<file path="src/design/gpb_pkg.sv">
`default_nettype none
package gpb_pkg;

    // ------------------------------------------------------------
    // geometry
    // ------------------------------------------------------------
    localparam int unsigned PINS       = 8;
    localparam int unsigned ADDR_W     = 10;

    // ------------------------------------------------------------
    // register byte offsets
    // ------------------------------------------------------------
    localparam logic [9:0] OFS_DIR     = 10'h000;
    localparam logic [9:0] OFS_SENSE   = 10'h004;
    localparam logic [9:0] OFS_BOTH    = 10'h008;
    localparam logic [9:0] OFS_EVENT   = 10'h00c;
    localparam logic [9:0] OFS_MASK    = 10'h010;
    localparam logic [9:0] OFS_RAW     = 10'h014;
    localparam logic [9:0] OFS_MIS     = 10'h018;
    localparam logic [9:0] OFS_CLEAR   = 10'h01c;
    localparam logic [9:0] OFS_AFSEL   = 10'h020;
    localparam logic [9:0] OFS_DR2     = 10'h100;
    localparam logic [9:0] OFS_DR4     = 10'h104;
    localparam logic [9:0] OFS_DR8     = 10'h108;
    localparam logic [9:0] OFS_ODR     = 10'h10c;
    localparam logic [9:0] OFS_PUR     = 10'h110;
    localparam logic [9:0] OFS_PDR     = 10'h114;
    localparam logic [9:0] OFS_SLR     = 10'h118;
    localparam logic [9:0] OFS_DEN     = 10'h11c;
    localparam logic [9:0] OFS_LOCK    = 10'h120;
    localparam logic [9:0] OFS_COMMIT  = 10'h124;

    // ------------------------------------------------------------
    // lock key and reset values
    // ------------------------------------------------------------
    // unlock key value is arbitrary
    localparam logic [31:0] LOCK_KEY     = 32'h5a5a0c3e;
    localparam logic [7:0]  RST_DR2      = 8'hff;
    localparam logic [7:0]  RST_ZERO     = 8'h00;
    localparam logic [31:0] UNMAPPED_VAL = 32'h00000000;

    typedef struct packed {
        logic [7:0] drive_low_select;
        logic [7:0] drive_mid_select;
        logic [7:0] drive_high_select;
        logic [7:0] open_drain_select;
        logic [7:0] pull_up_select;
        logic [7:0] pull_down_select;
        logic [7:0] slew_rate_select;
        logic [7:0] pin_digital_enable;
    } gpb_pad_t;

endpackage : gpb_pkg
`default_nettype wire

</file>
<file path="src/design/gpb_port.sv">
`default_nettype none
module gpb_port #(
    parameter logic [7:0] PROTECT_MASK = 8'h00,
    parameter int         TRIG_PIN     = 4,
    parameter bit         HAS_TRIG     = 1'b0
) (
    input  wire logic                 clk,
    input  wire logic                 reset_n,
    input  wire logic [11:0]          avs_address,
    input  wire logic                 avs_read,
    input  wire logic                 avs_write,
    input  wire logic [31:0]          avs_writedata,
    input  wire logic [3:0]           avs_byteenable,
    output var  logic [31:0]          avs_readdata,
    output var  logic                 avs_waitrequest,
    input  wire logic [7:0]           pin_in,
    output var  logic [7:0]           pin_out,
    output var  logic [7:0]           pin_oe,
    input  wire logic [7:0]           alt_out,
    input  wire logic [7:0]           alt_oe,
    output var  logic [7:0]           alt_in,
    output var  gpb_pkg::gpb_pad_t    pad_cfg,
    output var  logic                 port_irq,
    output var  logic                 adc_trigger
);

    // ------------------------------------------------------------
    // elaboration checks
    // ------------------------------------------------------------
    if (TRIG_PIN < 0 || TRIG_PIN > 7) begin : g_bad_trig
        $error("trigger pin index out of range");
    end

    // ------------------------------------------------------------
    // state
    // ------------------------------------------------------------
    logic [7:0]        data_q;
    logic [7:0]        data_d;
    logic [7:0]        dir_q;
    logic [7:0]        sense_q;
    logic [7:0]        both_q;
    logic [7:0]        event_q;
    logic [7:0]        mask_q;
    logic [7:0]        latch_q;
    logic [7:0]        latch_d;
    logic [7:0]        clr_bits;
    logic [7:0]        afsel_q;
    logic [7:0]        commit_q;
    logic [7:0]        pin_prev_q;
    logic              unlocked_q;
    gpb_pkg::gpb_pad_t pad_q;
    logic              ack_q;
    logic              pend_q;
    logic [7:0]        raw;
    logic [7:0]        mis;
    logic [7:0]        edge_hit;
    logic [7:0]        wmask;
    logic              data_sel;
    logic              wr;
    logic              rd;
    logic              cfg_sel;
    logic [9:0]        ofs;
    logic [31:0]       rdata_d;

    function automatic logic [7:0] apply_mask(input logic [7:0] oldv, input logic [7:0] newv,
                                              input logic [7:0] m);
        apply_mask = (oldv & ~m) | (newv & m);
    endfunction : apply_mask

    // ------------------------------------------------------------
    // bus decode: word 0x000..0x3fc is data, 0x400..0x7fc config
    // ------------------------------------------------------------
    assign data_sel = ~avs_address[10] & ~avs_address[11];
    assign cfg_sel  = avs_address[10] & ~avs_address[11];
    assign ofs      = {avs_address[9:2], 2'b00};
    assign wmask    = avs_address[9:2];
    assign wr       = avs_write & ~ack_q & avs_byteenable[0];
    assign rd       = avs_read & ~ack_q;

    // one wait cycle, then ack
    always_ff @(posedge clk) begin
        if (!reset_n) begin
            ack_q <= 1'b0;
        end else begin
            ack_q <= (avs_read | avs_write) & ~ack_q;
        end
    end

    always_ff @(posedge clk) begin
        if (!reset_n) begin
            avs_waitrequest <= 1'b1;
        end else begin
            avs_waitrequest <= ~((avs_read | avs_write) & ~ack_q);
        end
    end

    // ------------------------------------------------------------
    // data register
    // ------------------------------------------------------------
    logic [7:0] pin_val;
    assign pin_val = pin_in;

    // inputs follow the pin, outputs keep the stored bit
    always_comb begin
        data_d = (data_q & dir_q) | (pin_val & ~dir_q);
        if (wr && data_sel) begin
            data_d = apply_mask(data_d, avs_writedata[7:0], wmask & dir_q);
        end
    end

    always_ff @(posedge clk) begin
        if (!reset_n) begin
            data_q <= gpb_pkg::RST_ZERO;
        end else begin
            data_q <= data_d;
        end
    end

    // ------------------------------------------------------------
    // configuration registers
    // ------------------------------------------------------------
    always_ff @(posedge clk) begin
        if (!reset_n) begin
            dir_q   <= gpb_pkg::RST_ZERO;
            sense_q <= gpb_pkg::RST_ZERO;
            both_q  <= gpb_pkg::RST_ZERO;
            event_q <= gpb_pkg::RST_ZERO;
            mask_q  <= gpb_pkg::RST_ZERO;
        end else if (wr && cfg_sel) begin
            unique case (ofs)
                gpb_pkg::OFS_DIR:   dir_q   <= avs_writedata[7:0];
                gpb_pkg::OFS_SENSE: sense_q <= avs_writedata[7:0];
                gpb_pkg::OFS_BOTH:  both_q  <= avs_writedata[7:0];
                gpb_pkg::OFS_EVENT: event_q <= avs_writedata[7:0];
                gpb_pkg::OFS_MASK:  mask_q  <= avs_writedata[7:0];
                default: ;
            endcase
        end
    end

    always_ff @(posedge clk) begin
        if (!reset_n) begin
            afsel_q <= PROTECT_MASK;
        end else if (wr && cfg_sel && ofs == gpb_pkg::OFS_AFSEL) begin
            // protected bits only with unlock and commit
            afsel_q <= apply_mask(afsel_q, avs_writedata[7:0],
                                  ~PROTECT_MASK | (commit_q & {8{unlocked_q}}));
        end
    end

    always_ff @(posedge clk) begin
        if (!reset_n) begin
            unlocked_q <= 1'b0;
        end else if (wr && cfg_sel && ofs == gpb_pkg::OFS_LOCK) begin
            unlocked_q <= (avs_writedata == gpb_pkg::LOCK_KEY);
        end
    end

    always_ff @(posedge clk) begin
        if (!reset_n) begin
            commit_q <= gpb_pkg::RST_ZERO;
        end else if (wr && cfg_sel && ofs == gpb_pkg::OFS_COMMIT && unlocked_q) begin
            commit_q <= avs_writedata[7:0] & PROTECT_MASK;
        end
    end

    always_ff @(posedge clk) begin
        if (!reset_n) begin
            pad_q.drive_low_select   <= gpb_pkg::RST_DR2;
            pad_q.drive_mid_select   <= gpb_pkg::RST_ZERO;
            pad_q.drive_high_select  <= gpb_pkg::RST_ZERO;
            pad_q.open_drain_select  <= gpb_pkg::RST_ZERO;
            pad_q.pull_up_select     <= PROTECT_MASK;
            pad_q.pull_down_select   <= gpb_pkg::RST_ZERO;
            pad_q.slew_rate_select   <= gpb_pkg::RST_ZERO;
            pad_q.pin_digital_enable <= PROTECT_MASK;
        end else if (wr && cfg_sel) begin
            unique case (ofs)
                gpb_pkg::OFS_DR2: pad_q.drive_low_select   <= avs_writedata[7:0];
                gpb_pkg::OFS_DR4: pad_q.drive_mid_select   <= avs_writedata[7:0];
                gpb_pkg::OFS_DR8: pad_q.drive_high_select  <= avs_writedata[7:0];
                gpb_pkg::OFS_ODR: pad_q.open_drain_select  <= avs_writedata[7:0];
                gpb_pkg::OFS_PUR: pad_q.pull_up_select     <= avs_writedata[7:0];
                gpb_pkg::OFS_PDR: pad_q.pull_down_select   <= avs_writedata[7:0];
                gpb_pkg::OFS_SLR: pad_q.slew_rate_select   <= avs_writedata[7:0];
                gpb_pkg::OFS_DEN: pad_q.pin_digital_enable <= avs_writedata[7:0];
                default: ;
            endcase
        end
    end

    // ------------------------------------------------------------
    // interrupt detection
    // ------------------------------------------------------------
    always_ff @(posedge clk) begin
        if (!reset_n) begin
            pin_prev_q <= gpb_pkg::RST_ZERO;
        end else begin
            pin_prev_q <= pin_in;
        end
    end

    assign edge_hit = (both_q & (pin_in ^ pin_prev_q)) |
                      (~both_q & event_q & pin_in & ~pin_prev_q) |
                      (~both_q & ~event_q & ~pin_in & pin_prev_q);

    assign clr_bits = (wr && cfg_sel && ofs == gpb_pkg::OFS_CLEAR) ?
                      avs_writedata[7:0] : 8'h00;
    // new edge wins over clear
    assign latch_d  = ((latch_q & ~clr_bits) | edge_hit) & ~sense_q;

    always_ff @(posedge clk) begin
        if (!reset_n) begin
            latch_q <= gpb_pkg::RST_ZERO;
        end else begin
            latch_q <= latch_d;
        end
    end

    // level condition follows the pin directly
    assign raw = latch_q | (sense_q & ~(pin_in ^ event_q));
    assign mis = raw & mask_q;

    always_ff @(posedge clk) begin
        if (!reset_n) begin
            port_irq <= 1'b0;
        end else begin
            port_irq <= |mis;
        end
    end

    always_ff @(posedge clk) begin
        if (!reset_n) begin
            pend_q      <= 1'b0;
            adc_trigger <= 1'b0;
        end else begin
            pend_q      <= HAS_TRIG & mis[TRIG_PIN];
            adc_trigger <= HAS_TRIG & mis[TRIG_PIN] & ~pend_q;
        end
    end

    // ------------------------------------------------------------
    // pin muxing
    // ------------------------------------------------------------
    always_ff @(posedge clk) begin
        if (!reset_n) begin
            pin_out <= gpb_pkg::RST_ZERO;
            pin_oe  <= gpb_pkg::RST_ZERO;
            alt_in  <= gpb_pkg::RST_ZERO;
            // pads show their defaults already while reset is held
            pad_cfg.drive_low_select   <= gpb_pkg::RST_DR2;
            pad_cfg.drive_mid_select   <= gpb_pkg::RST_ZERO;
            pad_cfg.drive_high_select  <= gpb_pkg::RST_ZERO;
            pad_cfg.open_drain_select  <= gpb_pkg::RST_ZERO;
            pad_cfg.pull_up_select     <= PROTECT_MASK;
            pad_cfg.pull_down_select   <= gpb_pkg::RST_ZERO;
            pad_cfg.slew_rate_select   <= gpb_pkg::RST_ZERO;
            pad_cfg.pin_digital_enable <= PROTECT_MASK;
        end else begin
            pin_out <= (afsel_q & alt_out) | (~afsel_q & data_q & dir_q);
            pin_oe  <= ((afsel_q & alt_oe) | (~afsel_q & dir_q)) & pad_q.pin_digital_enable;
            alt_in  <= pin_in & afsel_q & pad_q.pin_digital_enable;
            pad_cfg <= pad_q;
        end
    end

    // ------------------------------------------------------------
    // read data
    // ------------------------------------------------------------
    always_comb begin
        rdata_d = gpb_pkg::UNMAPPED_VAL;
        if (data_sel) begin
            rdata_d = {24'h000000, data_q & wmask};
        end else if (cfg_sel) begin
            unique case (ofs)
                gpb_pkg::OFS_DIR:    rdata_d = {24'h000000, dir_q};
                gpb_pkg::OFS_SENSE:  rdata_d = {24'h000000, sense_q};
                gpb_pkg::OFS_BOTH:   rdata_d = {24'h000000, both_q};
                gpb_pkg::OFS_EVENT:  rdata_d = {24'h000000, event_q};
                gpb_pkg::OFS_MASK:   rdata_d = {24'h000000, mask_q};
                gpb_pkg::OFS_RAW:    rdata_d = {24'h000000, raw};
                gpb_pkg::OFS_MIS:    rdata_d = {24'h000000, mis};
                gpb_pkg::OFS_AFSEL:  rdata_d = {24'h000000, afsel_q};
                gpb_pkg::OFS_DR2:    rdata_d = {24'h000000, pad_q.drive_low_select};
                gpb_pkg::OFS_DR4:    rdata_d = {24'h000000, pad_q.drive_mid_select};
                gpb_pkg::OFS_DR8:    rdata_d = {24'h000000, pad_q.drive_high_select};
                gpb_pkg::OFS_ODR:    rdata_d = {24'h000000, pad_q.open_drain_select};
                gpb_pkg::OFS_PUR:    rdata_d = {24'h000000, pad_q.pull_up_select};
                gpb_pkg::OFS_PDR:    rdata_d = {24'h000000, pad_q.pull_down_select};
                gpb_pkg::OFS_SLR:    rdata_d = {24'h000000, pad_q.slew_rate_select};
                gpb_pkg::OFS_DEN:    rdata_d = {24'h000000, pad_q.pin_digital_enable};
                gpb_pkg::OFS_LOCK:   rdata_d = {31'h00000000, ~unlocked_q};
                gpb_pkg::OFS_COMMIT: rdata_d = {24'h000000, commit_q | ~PROTECT_MASK};
                default:             rdata_d = gpb_pkg::UNMAPPED_VAL;
            endcase
        end
    end

    always_ff @(posedge clk) begin
        if (!reset_n) begin
            avs_readdata <= gpb_pkg::UNMAPPED_VAL;
        end else if (rd) begin
            avs_readdata <= rdata_d;
        end
    end

endmodule : gpb_port
`default_nettype wire

</file>
<file path="config.mk">
export PLATFORM = sky130hd
export DESIGN_NAME = gpb_port
export DESIGN_NICKNAME = d
export VERILOG_FILES = /design/src/design/gpb_pkg.sv /design/src/design/gpb_port.sv
export SDC_FILE = /design/constraint.sdc
export NUM_CORES = 1
export LEC_CHECK = 0
export BUFFER_PORTS_ARGS = -buffer_cell sky130_fd_sc_hd__clkbuf_2
export CORE_ASPECT_RATIO = 2
export CORE_MARGIN = 2
export CORE_UTILIZATION = 59
export CTS_BUF_LIST = sky130_fd_sc_hd__clkbuf_4 sky130_fd_sc_hd__clkbuf_8 sky130_fd_sc_hd__clkbuf_16
export DETAILED_ROUTE_END_ITERATION = 10
export HOLD_SLACK_MARGIN = 0.02
export PLACE_DENSITY = 0.85
export SYNTH_ARGS = -nofsm -noshare
export SYNTH_HDL_FRONTEND = slang
export SYNTH_SLANG_ARGS = --single-unit
export TNS_END_PERCENT = 1
</file>
<file path="constraint.sdc">
create_clock -name clk -period 6.54 [get_ports clk]
set_clock_uncertainty 0.1 [all_clocks]
set_input_delay 0.981 -clock clk [delete_from_list [all_inputs] [get_ports clk]]
set_output_delay 0.981 -clock clk [all_outputs]
set_load 0.05 [all_outputs]
</file>
---- After elaboration in Yosys (flattened, before gate mapping) ----
Cells that the tools add are included.
storage, ports and cells
  input bits .............................. 76
  output and inout port bits .............. 123
  bits in latches ......................... 0
  bits in read-only memories .............. 0
  RAM bits ................................ 0
  flip-flop bits (word level) ............. 260
  memories ................................ 0
  logic and storage cells ................. 134
operators by class
  bitwise gates (word level) .............. 57
  add/sub/neg operators ................... 0
  magnitude comparators ................... 0
  div/mod/pow operators ................... 0
  muxes and demuxes ....................... 5
  equality and inequality tests ........... 19
  multiply operators ...................... 0
  reduce and logical (&&, ||, !) cells .... 20
  shifts and indexed selects .............. 0
operators by type and width
  operator                                                            number
  8-bit bitwise AND                                                   25
  8-bit case mux with 18 select lines                                 1
  8-bit by 7-bit == test with 1-bit output (second input constant)    10
  8-bit inverter                                                      10
  8-bit bitwise OR                                                    8
  32-bit by 31-bit == test with 1-bit output (second input constant)  1
  8-bit by 3-bit == test with 1-bit output (second input constant)    4
  8-bit 2-to-1 mux                                                    4
  2-bit AND reduction                                                 13
  8-bit by 2-bit == test with 1-bit output (second input constant)    2
  8-bit bitwise XOR                                                   2
  10-bit logical NOT                                                  1
  8-bit by 1-bit == test with 1-bit output (second input constant)    1
  8-bit by 4-bit == test with 1-bit output (second input constant)    1
  8-bit OR reduction                                                  1
  1-bit bitwise AND                                                   6
  1-bit logical AND                                                   5
  1-bit inverter                                                      5
  1-bit bitwise OR                                                    1

---- Longest topological paths before layout ----
Gate-level depths: netlist (run 1).
  word-level depth ........................ 10
  gate-level depth with buffers ........... 8
  mapped depth without buffers ............ 5

---- Least setup slack after synthesis (run 1) ----
Ideal clock, no wire load.
  kind .................................... in2reg
  start point ............................. input port avs_address[7]
  end point ............................... register unlocked_q
  stages .................................. 6
  required time ........................... 6.370 ns
  slack ................................... 3.806 ns
  arrival time ............................ 2.563 ns
  library setup time ...................... 0.070 ns
  buffers on the path ..................... 1
  path through ............................ or4b_4 -> nor3_4 -> buf_6 -> nand2_2 -> or4_1 -> a21oi_1
between the ends
  longest elaborated chain between the ends .. 2
ends and longest elaborated chain
  what                                      line             source
  start: declaration                        gpb_port.sv:9    input wire logic [11:0] avs_address,
  8-bit by 7-bit == test with 1-bit output  gpb_port.sv:154  end else if (wr && cfg_sel && ofs == gpb_pkg::OFS_LOCK) begin
  1-bit logical AND                         gpb_port.sv:154
  end signal: assignment                    gpb_port.sv:155  unlocked_q <= (avs_writedata == gpb_pkg::LOCK_KEY);
  end: declaration                          gpb_port.sv:50   logic unlocked_q;
Every way passes these cells.
A chain may end at the register's enable or synchronous reset.

---- Worst setup path in the final report (run 1) ----
  start point ............................. input port avs_address[3]
  end point ............................... register both_q[3]
between the ends
  longest elaborated chain between the ends .. 2
ends and longest elaborated chain
  what                                      line             source
  8-bit by 2-bit == test with 1-bit output  gpb_port.sv:130  unique case (ofs)
  2-bit AND reduction (no line)             n/a
  end signal: assignment                    gpb_port.sv:126  both_q <= gpb_pkg::RST_ZERO;
  end signal: assignment                    gpb_port.sv:133  gpb_pkg::OFS_BOTH: both_q <= avs_writedata[7:0];
  end: declaration                          gpb_port.sv:41   logic [7:0] both_q;
Every way passes these cells.

==> results of run 1 <==
-- cells by family (layout without fill, tap and decap cells) --
group                  count (synthesis)  count (layout)
multiplexers                          51              51
XOR/XNOR                              16              16
AO/OA/AOI/OAI                        259             259
buffers and inverters                118             225
AND/OR/NAND/NOR                      474             474
flip-flops                           236             236
other                                  1              25
-- worst min path at each step --
stage / end / startpoint
2_1_floorplan: pad_cfg[61]$_SDFF_PN1_ / pad_q[61]$_SDFFE_PN1P_
4_1_cts: pad_q[10]$_SDFFE_PN0P_ / pad_q[10]$_SDFFE_PN0P_
5_1_grt: pad_q[10]$_SDFFE_PN0P_ / pad_q[10]$_SDFFE_PN0P_
6_report: latch_q[1]$_SDFF_PN0_ / sense_q[1]$_SDFFE_PN0P_
3_3_place_gp: unlocked_q$_SDFFE_PN0P_ / unlocked_q$_SDFFE_PN0P_
3_5_place_dp: pad_q[10]$_SDFFE_PN0P_ / pad_q[10]$_SDFFE_PN0P_
-- placed cells by master (no fill, tap or decap), types with 18 or more instances in the layout --
| cell | Yosys | layout |
|---|---|---|
| dfxtp_1 | 236 | 236 |
| nand2_1 | 218 | 218 |
| clkbuf_2 | 0 | 168 |
| a21oi_1 | 124 | 124 |
| and2_1 | 68 | 68 |
| nor2_1 | 49 | 49 |
| mux2i_1 | 42 | 42 |
| o21ai_0 | 39 | 39 |
| nor2b_1 | 26 | 26 |
| conb_1 | 1 | 25 |
| clkbuf_16 | 0 | 21 |
| nand3_1 | 19 | 19 |
| and3_1 | 19 | 19 |
| a211oi_1 | 18 | 18 |
-- registers in the layout, indices dropped and copies added (netlist names), 8 cells and up --
register      flops
dir_q             8
sense_q           8
avs_readdata      8
mask_q            8
data_q            8
pad_q            64
afsel_q           8
pin_out           8
pin_prev_q        8
latch_q           8
pad_cfg          64
pin_oe            8
alt_in            8
both_q            8
event_q           8
-- stage by stage --
step                      std cells  utilization [%]  hold slack [ns]
after floorplan                1179                -            0.325
after global placement         1457             64.1            0.344
after detailed placement       1457             64.1            0.355
after CTS                      1493             68.6            0.363
after global routing           1493             68.6            0.388
final                          1493             68.6            0.368
-- final cells by class --
type | count | area, sq um | area share, %
sequential | 236 | 4720 | 41.5
clock buffer | 25 | 581 | 5.10
timing repair buffer | 177 | 908 | 7.98
clock inverter | 11 | 171 | 1.51
tap | 207 | 259 | 2.28
multi-input combinational | 825 | 4690 | 41.2
inverter | 12 | 46.3 | 0.407
-- power groups by stage --
stage	logic (W)	clock network, W	registers, W
5_1_grt	0.000237	0.00141	0.00146
4_1_cts	0.000220	0.00136	0.00146
6_report	0.000225	0.00135	0.00146
2_1_floorplan	0.000146	0	0.00150
3_5_place_dp	0.000218	0	0.00149
3_3_place_gp	0.000216	0	0.00149
-- worst max-delay path: stages --
cell	delay (ns)
clkbuf_2	0.35
buf_4	0.49
nor2b_1	0.92
nand3_1	0.55
nand2_1	0.22
a21oi_1	0.08
-- routing by layer --
metal | vias up | track usage (%) | part of all wire, %
met5 | - | 0 | 0
met4 | 0 | 19.8 | 6.6
met3 | 117 | 4.31 | 8.3
met2 | 520 | 55.5 | 48
met1 | 4336 | 42.9 | 37
li1 | 4159 | - | -
==> impl_results.md, run 1 <==
- Status: finished clean
- Post-CTS Resized: 0
- Pins Over Slew Limit: 0
- F_max: ~300 MHz
- Max IR drop VDD: around 230 uV
- Num ports: between 150 and 200
- WL/cell: 20.9 microns
- Total negative slack: 0 ns
- Starting Density: roughly three fifths
- Critical Path AT: between 3 and 4 ns
- Final net count: around 1300
- Part of the power in registers: 48.1%
- Area grow syn2layout: 15.1%
- Clock H-tree levels: 1
- Min-Delay Path Class: flop to flop
- Synth Area in Simple Gates: roughly a quarter
- Flop2flop setup slack: a little under 4 ns
- CTS hold repair buffers: 0
- CTS tree: done
- Reg clk slew, reported paths: about 0.070 ns
- Mux cell area share after synthesis: under 10%
- Vias: about 9100
- Antenna Cells: 0
- Post-synthesis adder-cell area fraction: 0%
- Design area: about 11000 sq um
- Routed Antenna Nets: 0
- Root Buffer: clkbuf_16
- Leak Pwr: around 4.5 nW
- Synth Flop Type: dfxtp_1
- Max transition margin: around 16%
- Die width: roughly 96 microns
- Core ar.: 16600 sq um
- Synth area leaders: dfxtp_1 48%, nand2_1 8.3%, a21oi_1 6.3%
- WL final: around 31000 microns
- Area after DPL: 10600 sq um
- Syn Area/Cell: 8.56 sq um
- First-pass GRT wire length: 47300 microns
- Synth cell types: between 60 and 70
- Clk_lat worst skew: a little over 0.5 ns
- Crit path launch type: primary input
- Critical Path Source: avs_address[3]
- Worst flop-to-flop path endpoint: event_q[1]$_SDFFE_PN0P_
- Unrepaired setup endpoints after global routing: false
- CP Class: primary input to flop
- Switching part of the total power: 24.2%
- Power per cell area: between 200 and 300 nW/um^2
- Vias per std cell: about 6.1
- # DRC: 0
- # Post-CTS Setup Buffers: 0
- Cell-internal power: approximately 0.0023 W
- Setup WS pre-CTS: between 2 and 3 ns
- Vias in the first global route: about 8700
- Sequential area share after synthesis: a little under half
- Layout cells sized above 1: a little under a fifth
- Cell Rows: 67
- Final GP Congestion: 0.978
- Setup violators final: 0
- Largest net degree at the start of global routing: 86
- Global route total overflow: 0
- Total Power: 0.00304 W
- Cells on worst reg2reg path: 5
- CP Data Required Time: a little under 7 ns
- Hold Path Stages: 1
- Pre-antenna DRT Iters: 6
- Cells after Synth: 1155
- Clock buffer count from CTS: 21
- Async SR Flop Fraction: 0%
- Compound-Gate Fraction of Synth Area: between 10% and 20%
- Initial antenna violation count: 0
- Final period util: 51.3%
- Final Hold Viols: 0
- Die Ht: about 190 microns
- Post-synthesis xor/xnor area fraction: ~1.4%
- Top cells by count, synth: 236 x dfxtp_1, 218 x nand2_1, 124 x a21oi_1
- Logic pwr share: under 10%
- DR iter-0 viols: between 800 and 900
- Filler instances: 1378
- CTS sink cnt: 236
- Final worst slack: 3.19 ns
- Final min period: 3.35 ns
- MaxCap Viol Count: 0
- Sw Pwr: around 0.00074 W
- Ys Warns: 0
- Global Route Usage Sum: between 30% and 40%
- CP max FO: 39
- CTS Buffer Depth: 3
- Most frequent cell after synthesis: dfxtp_1
- Worst Max-Slew Pin Slew: 1.25 ns
- Die area: roughly 18000 sq um
- Post-synth EDFFs: 0
- Synth area leader: dfxtp_1
- Mapped cell area: just under 10000 sq um
- Top-area cell type share of the netlist area: a little under half
- R2R Path Start: ack_q$_SDFF_PN0_
- Seq cells post-synth: around 240
- Clock power frac: 44.5%
- Dpl hpwl: roughly 22000 microns
- Largest family of logic cells by synthesized area: simple AND/OR/NAND/NOR gates
- CP endpoint kind: flop
- Crit path to: both_q[3]$_SDFFE_PN0P_
- IO buf count: 168
Power figures use the tool's default switching activity.
==> run 2, diff against run 1 <==
- CORE_UTILIZATION: 59 -> 55
- PLACE_DENSITY: 0.85 -> 0.8
- clock period: 6.54 -> 3.5 ns (I/O delays scaled with it)
==> impl_results.md, run 2 (synthesis results as in run 1) <==
- Placed Cells incl. Taps: 1483 (+1.8%)
- Clock H-tree levels: 1 (unchanged)
- Vias per std cell: 5.95 (-2.7%)
- CP max FO: 10 (-74%)
- Hold endpoint: pin_out[5]$_SDFF_PN0_
- Routed Antenna Nets: 0 (unchanged)
- Setup violators final: 0 (unchanged)
- F_max: ~400 MHz
- Die width: 98.8 microns (+3.4%)
- Most frequent cells in the layout: 236 x dfxtp_1, 218 x nand2_1, 168 x clkbuf_2, 124 x a21oi_1, 68 x and2_1
- Max IR drop VDD: 449 uV (+96%)
- Clock buffer count from CTS: 19 (-9.5%)
- Vias: 9007 (-1.4%)
- Status: finished clean
- Initial antenna violation count: 0 (unchanged)
- Pins Over Slew Limit: 0 (unchanged)
- Largest net degree at the start of global routing: 88 (+2.3%)
- Leak Pwr: 4.58 nW (+0.94%)
- Min-Delay Path Class: primary input to flop
- Design area: 11400 sq um (+0.18%)
- Largest regs: pad_cfg x64, pad_q x64
- R2R Path Start: ack_q$_SDFF_PN0_
- Starting Density: 55.9% (-3.7 points)
- Met3 wire len: 2090 microns (-19%)
- MaxCap Viol Count: 0 (unchanged)
- CTS Buffer Depth: 3 (unchanged)
- Filler instances: 1504 (+9.1%)
- WL met1: 11000 microns (-4.7%)
- Global Route Usage Sum: 33.2% (-1.1 points)
- CTS sink cnt: 236 (unchanged)
- Pre-antenna DRT Iters: 5 (-1)
- Area grow syn2layout: 15.4%
- Root Buffer: clkbuf_16
- Worst Max-Slew Pin Slew: 0.794 ns (-0.452 ns)
- First-pass GRT wire length: 49300 microns (+4.1%)
- Worst flop-to-flop path endpoint: afsel_q[4]$_SDFFE_PN0P_
- WL final: 32700 microns (+4.9%)
- Final net count: 1367 (+1.3%)
- Final Hold Viols: 0 (unchanged)
- Clk_lat worst skew: 0.50 ns (about the same)
- Layout cells sized above 1: 19.2% (+0.86 points)
- Total Power: 0.00533 W (+75%)
- CTS hold repair buffers: 0 (unchanged)
- Final GP Congestion: 0.997 (+2.0%)
- # Post-CTS Setup Buffers: 0 (unchanged)
- CP Data Required Time: 3.77 ns (-3.02 ns)
- Area after DPL: 10800 sq um (+1.5%)
- DR iter-0 viols: 645 (-22%)
- CP Class: flop to flop
- Dpl hpwl: 23500 microns (+9.1%)
- Vias in the first global route: 8563 (-1.3%)
- Unrepaired setup endpoints after global routing: false
- Reg clk slew, reported paths: 0.07 ns (about the same)
- Total negative slack: 0 ns (unchanged)
- Die Ht: 194 microns (+3.5%)
- Wire length on met2: 16600 microns (+11%)
- Crit path launch type: flop
- Commonest non-fill, non-tap cell in the layout: dfxtp_1
- Hold Path Stages: 3 (+2)
- Cell Rows: 69 (+3.0%)
- Post-CTS Resized: 0 (unchanged)
- Core ar.: 17700 sq um (+6.6%)
- Num ports: 199 (unchanged)
- Antenna Cells: 0 (unchanged)
- WL/cell: 21.6 microns (+3.5%)
- Max transition margin: 46.6% (+30 points)
- Hold Path Origin: alt_out[5]
- # DRC: 0 (unchanged)
- Final min period: around 2.5 ns
- Global route total overflow: 0 (unchanged)
- Flop2flop setup slack: 0.97 ns (-2.93 ns)
- Max incr delay on CP: 0.62 ns (-0.30 ns)
- CP Cell Sequence: nand3b_1 -> nor3_2 -> and2_1 -> mux2i_1 -> nor2_1
- Slowest CP cell: nor3_2
- Critical Path AT: 2.80 ns (-0.81 ns)
- Die area: 19100 sq um (+7.0%)
- CTS tree: done
- Power per cell area: 467 nW/um^2 (+75%)
- CP endpoint kind: flop
- Cells on worst reg2reg path: 5 (unchanged)
- Final Non-Filler Cells: 1514 (+1.4%)
- IO buf count: 168 (unchanged)
- Top Metal Used: met4
- Final period util: 72.3%
==> run 2: changes by cell type in the layout (fill, tap and decap cells not counted), sizes merged <==
cell | previous run | this run
bufinv | 4 | 2
clkinv | 5 | 7
buf | 9 | 29
clkbuf | 193 | 190
inv | 12 | 11
clkinvlp | 2 | 1
==> run 2: final cells by class <==
type | instances | area [sq um] | area share (%)
Sequential cell | 236 | 4720 | 41.4
Timing Repair Buffer | 197 | 1070 | 9.39
Multi-Input combinational cell | 825 | 4690 | 41.1
Clock inverter | 9 | 97.6 | 0.856
Inverter | 12 | 46.3 | 0.406
Clock buffer | 22 | 510 | 4.48
Tap cell | 213 | 267 | 2.34
==> run 2: where the power goes <==
group,switching (W),internal (W),leakage [nW]
sequential,0.0000177,0.00271,1.91
clock,0.000972,0.00119,0.305
combinational,0.000323,0.000114,2.37
total,0.00131,0.00401,4.58
==> run 2: worst max-delay path by stage <==
stage,start,to,slack [ns],cells after the start
detailed placement,avs_address[8],pad_q[1]$_SDFFE_PN0P_,0.51,6
finish,ack_q$_SDFF_PN0_,afsel_q[4]$_SDFFE_PN0P_,0.97,5
global route,ack_q$_SDFF_PN0_,afsel_q[1]$_SDFFE_PN0P_,0.86,5
CTS,avs_address[8],pad_q[1]$_SDFFE_PN0P_,1.01,6
global placement,avs_address[8],pad_q[0]$_SDFFE_PN0P_,0.58,6
floorplan,avs_address[7],unlocked_q$_SDFFE_PN0P_,1.22,6
==> run 2: metrics by stage <==
step	hold WS (ns)	util, %	setup WS, ns
final	0.184	64.4	0.971
after global routing	0.194	64.4	0.860
after CTS	0.182	64.4	1.01
after detailed placement	0.350	61.0	0.513
after global placement	0.344	61.0	0.582
after floorplan	0.325	-	1.22
==> run 2: worst max-delay path: cells and delay by family (launching register included) <==
kind	cells	cell delay [ns]
flops	1	0.34
mux	1	0.27
simple gates	4	1.69
==> run 2: per-layer routing <==
| metal | global-route usage, % | up-vias |
|---|---|---|
| met2 | 58.3 | 483 |
| met4 | 24.2 | 0 |
| li1 | - | 4186 |
| met5 | 0 | - |
| met3 | 3.54 | 145 |
| met1 | 35.9 | 4193 |
==> run 3, diff against run 2 <==
- CORE_UTILIZATION: 55 -> 50
- PLACE_DENSITY: 0.8 -> 0.77
- clock period: 3.5 -> 2.3 ns (I/O delays scaled with it)
==> impl_results.md, run 3 (synthesis results as in run 1) <==
- Clock power frac: 41.8% (+1.2 points)
- Power per cell area: 688 nW/um^2 (+47%)
- Post-Route Utilization: 63.3% (-1.1 points)
- Critical Path AT: 2.42 ns (-0.38 ns)
- Met1 Use GR: 35.0% (-0.95 points)
- Unrepaired setup endpoints after global routing: false
- Status: finished clean
- Layout cells sized above 1: 23.4% (+4.1 points)
- Register area: 4720 sq um (unchanged)
- Commonest non-fill, non-tap cell in the layout: dfxtp_1
- Top Usage Layer GRT: met2
- Hold Path Stages: 3 (unchanged)
- Cells on worst reg2reg path: 7 (+2)
- Met3 Use GR: 3.68% (+0.14 points)
- MaxCap Viol Count: 0 (unchanged)
- Sw Pwr: 0.00206 W (+57%)
- Initial antenna violation count: 0 (unchanged)
- Cell-internal power: 0.00638 W (+59%)
- CTS Buffer Depth: 3 (unchanged)
- Vias: 9250 (+2.7%)
- Most frequent cells in the layout: 236 x dfxtp_1, 218 x nand2_1, 168 x clkbuf_2, 124 x a21oi_1, 90 x buf_4
- Core ar.: 19400 sq um (+9.4%)
- CP Data Required Time: 2.57 ns (-1.20 ns)
- Num ports: 199 (unchanged)
- Clock H-tree levels: 1 (unchanged)
- # DRC: 0 (unchanged)
- Final min period: 2.14 ns (-0.386 ns)
- CP Depth: 7 (+2)
- Worst Path Buf+Inv: 2 (+2)
- Global route total overflow: 0 (unchanged)
- Area of the multi-input gates: 4690 sq um (unchanged)
- Leak Pwr: 5.03 nW (+9.8%)
- Reg clk slew, reported paths: 0.07 ns (about the same)
- First-pass GRT wire length: 52300 microns (+6.2%)
- # Post-CTS Setup Buffers: 0 (unchanged)
- WL/cell: 21.0 microns (-2.6%)
- Root Buffer: clkbuf_16
- Min-Delay Path Class: primary input to flop
- Final GP Congestion: 1.02 (+2.0%)
- F_max: 467 MHz (+18%)
- Vias in the first global route: 9174 (+7.1%)
- Cell Rows: 72 (+4.3%)
- Met2 usage: 57.2% (-1.1 points)
- Slowest CP cell: dfxtp_1
- DR iter-0 viols: 543 (-16%)
- CP delay by family, top: simple AND/OR/NAND/NOR gates
- CTS tree: done
- Die Ht: 203 microns (+4.8%)
- Final Hold Viols: 0 (unchanged)
- Crit path launch type: flop
- Max IR drop VDD: 753 uV (+68%)
- Worst path most repeated cell: buf_4
- Global Route Usage Sum: 33.3% (+0.10 points)
- Starting Density: 51.0% (-4.8 points)
- Part of the power in registers: 49.2% (-2.0 points)
- Area grow syn2layout: 24.1%
- Pre-antenna DRT Iters: 5 (unchanged)
- Die area: 21000 sq um (+9.7%)
- Largest net degree at the start of global routing: 90 (+2.3%)
- Final period util: 93.2% (+21 points)
- Die width: 103 microns (+4.7%)
- Worst hold margin: 0.0200 ns (-0.164 ns)
- Final net count: 1449 (+6.0%)
- Setup violators final: 0 (unchanged)
- Dpl hpwl: 25800 microns (+9.7%)
- Max incr delay on CP: 0.34 ns (-0.28 ns)
- CTS sink cnt: 236 (unchanged)
- Filler instances: 1679 (+12%)
- Largest regs: pad_cfg x64, pad_q x64
- Post-CTS Resized: 0 (unchanged)
- Worst Max-Slew Pin Slew: 0.604 ns (-0.190 ns)
- Clock buffer count from CTS: 20 (+1)
- Routed Antenna Nets: 0 (unchanged)
- CP Class: flop to flop
- CP max FO: 8 (-2)
- Switching part of the total power: 24.4% (-0.26 points)
- Logic pwr share: 9.0% (+0.8 points)
- Pins Over Slew Limit: 0 (unchanged)
- WL final: 34600 microns (+5.9%)
- IO buf count: 168 (unchanged)
- CP endpoint kind: flop
- Total Power: 0.00844 W (+58%)
- Vias per std cell: 5.62 (-5.5%)
- Max transition margin: 59.2% (+13 points)
- Antenna Cells: 0 (unchanged)
- CTS hold repair buffers: 12 (+12)
- Clk_lat worst skew: 0.51 ns (about the same)
- CP Cell Sequence: nand3b_1 -> buf_4 -> nor3_2 -> buf_4 -> nand3_1 -> nand2_1 -> a21oi_1
[run 3: final timing paths]
kind | startpoint | endpoint | slack (ns)
worst max-delay path | ack_q$_SDFF_PN0_ | both_q[1]$_SDFFE_PN0P_ | 0.16
worst max register to register | ack_q$_SDFF_PN0_ | both_q[1]$_SDFFE_PN0P_ | 0.16
worst min register to register | unlocked_q$_SDFFE_PN0P_ | unlocked_q$_SDFFE_PN0P_ | 0.35
worst min-delay path | alt_out[2] | pin_out[2]$_SDFF_PN0_ | 0.02
[run 3: layout make-up]
type / instances / share of cell area, %
inverter: 12 / 0.377
clock inverter: 5 / 0.449
clock buffer: 31 / 5.15
sequential: 236 / 38.5
timing repair buffer: 278 / 14.6
multi-input combinational: 825 / 38.2
tap: 259 / 2.64
[run 3: through the flow]
step | worst slack [ns] | std cells | setup TNS [ns] | cell area [sq um]
after floorplan | 0.202 | 1179 | 0 | 9980
after global placement | -0.0366 | 1598 | -0.301 | 11500
after detailed placement | -0.0544 | 1598 | -0.461 | 11500
after CTS | 0.168 | 1646 | 0 | 12300
after global routing | 0.0549 | 1646 | 0 | 12300
final | 0.157 | 1646 | 0 | 12300
[run 3: per-layer routing]
metal  wire (microns)  vias to the layer above
met3             1740                      142
met5                0                        -
met4             3440                        0
met2            17700                      424
li1                 -                     4359
met1            11800                     4325
[run 3: power by group through the flow]
stage	Combinational [W]	Sequential, W	Clock [W]
5_1_grt	0.000800	0.00415	0.00373
2_1_floorplan	0.000416	0.00427	0
6_report	0.000763	0.00415	0.00352
4_1_cts	0.000747	0.00415	0.00356
3_3_place_gp	0.000720	0.00424	0
3_5_place_dp	0.000728	0.00424	0
[run 3: tightest hold or removal path: stages]
cell and delay, ns:
clkbuf_2 0.08, a22oi_1 0.07, nor2_1 0.09
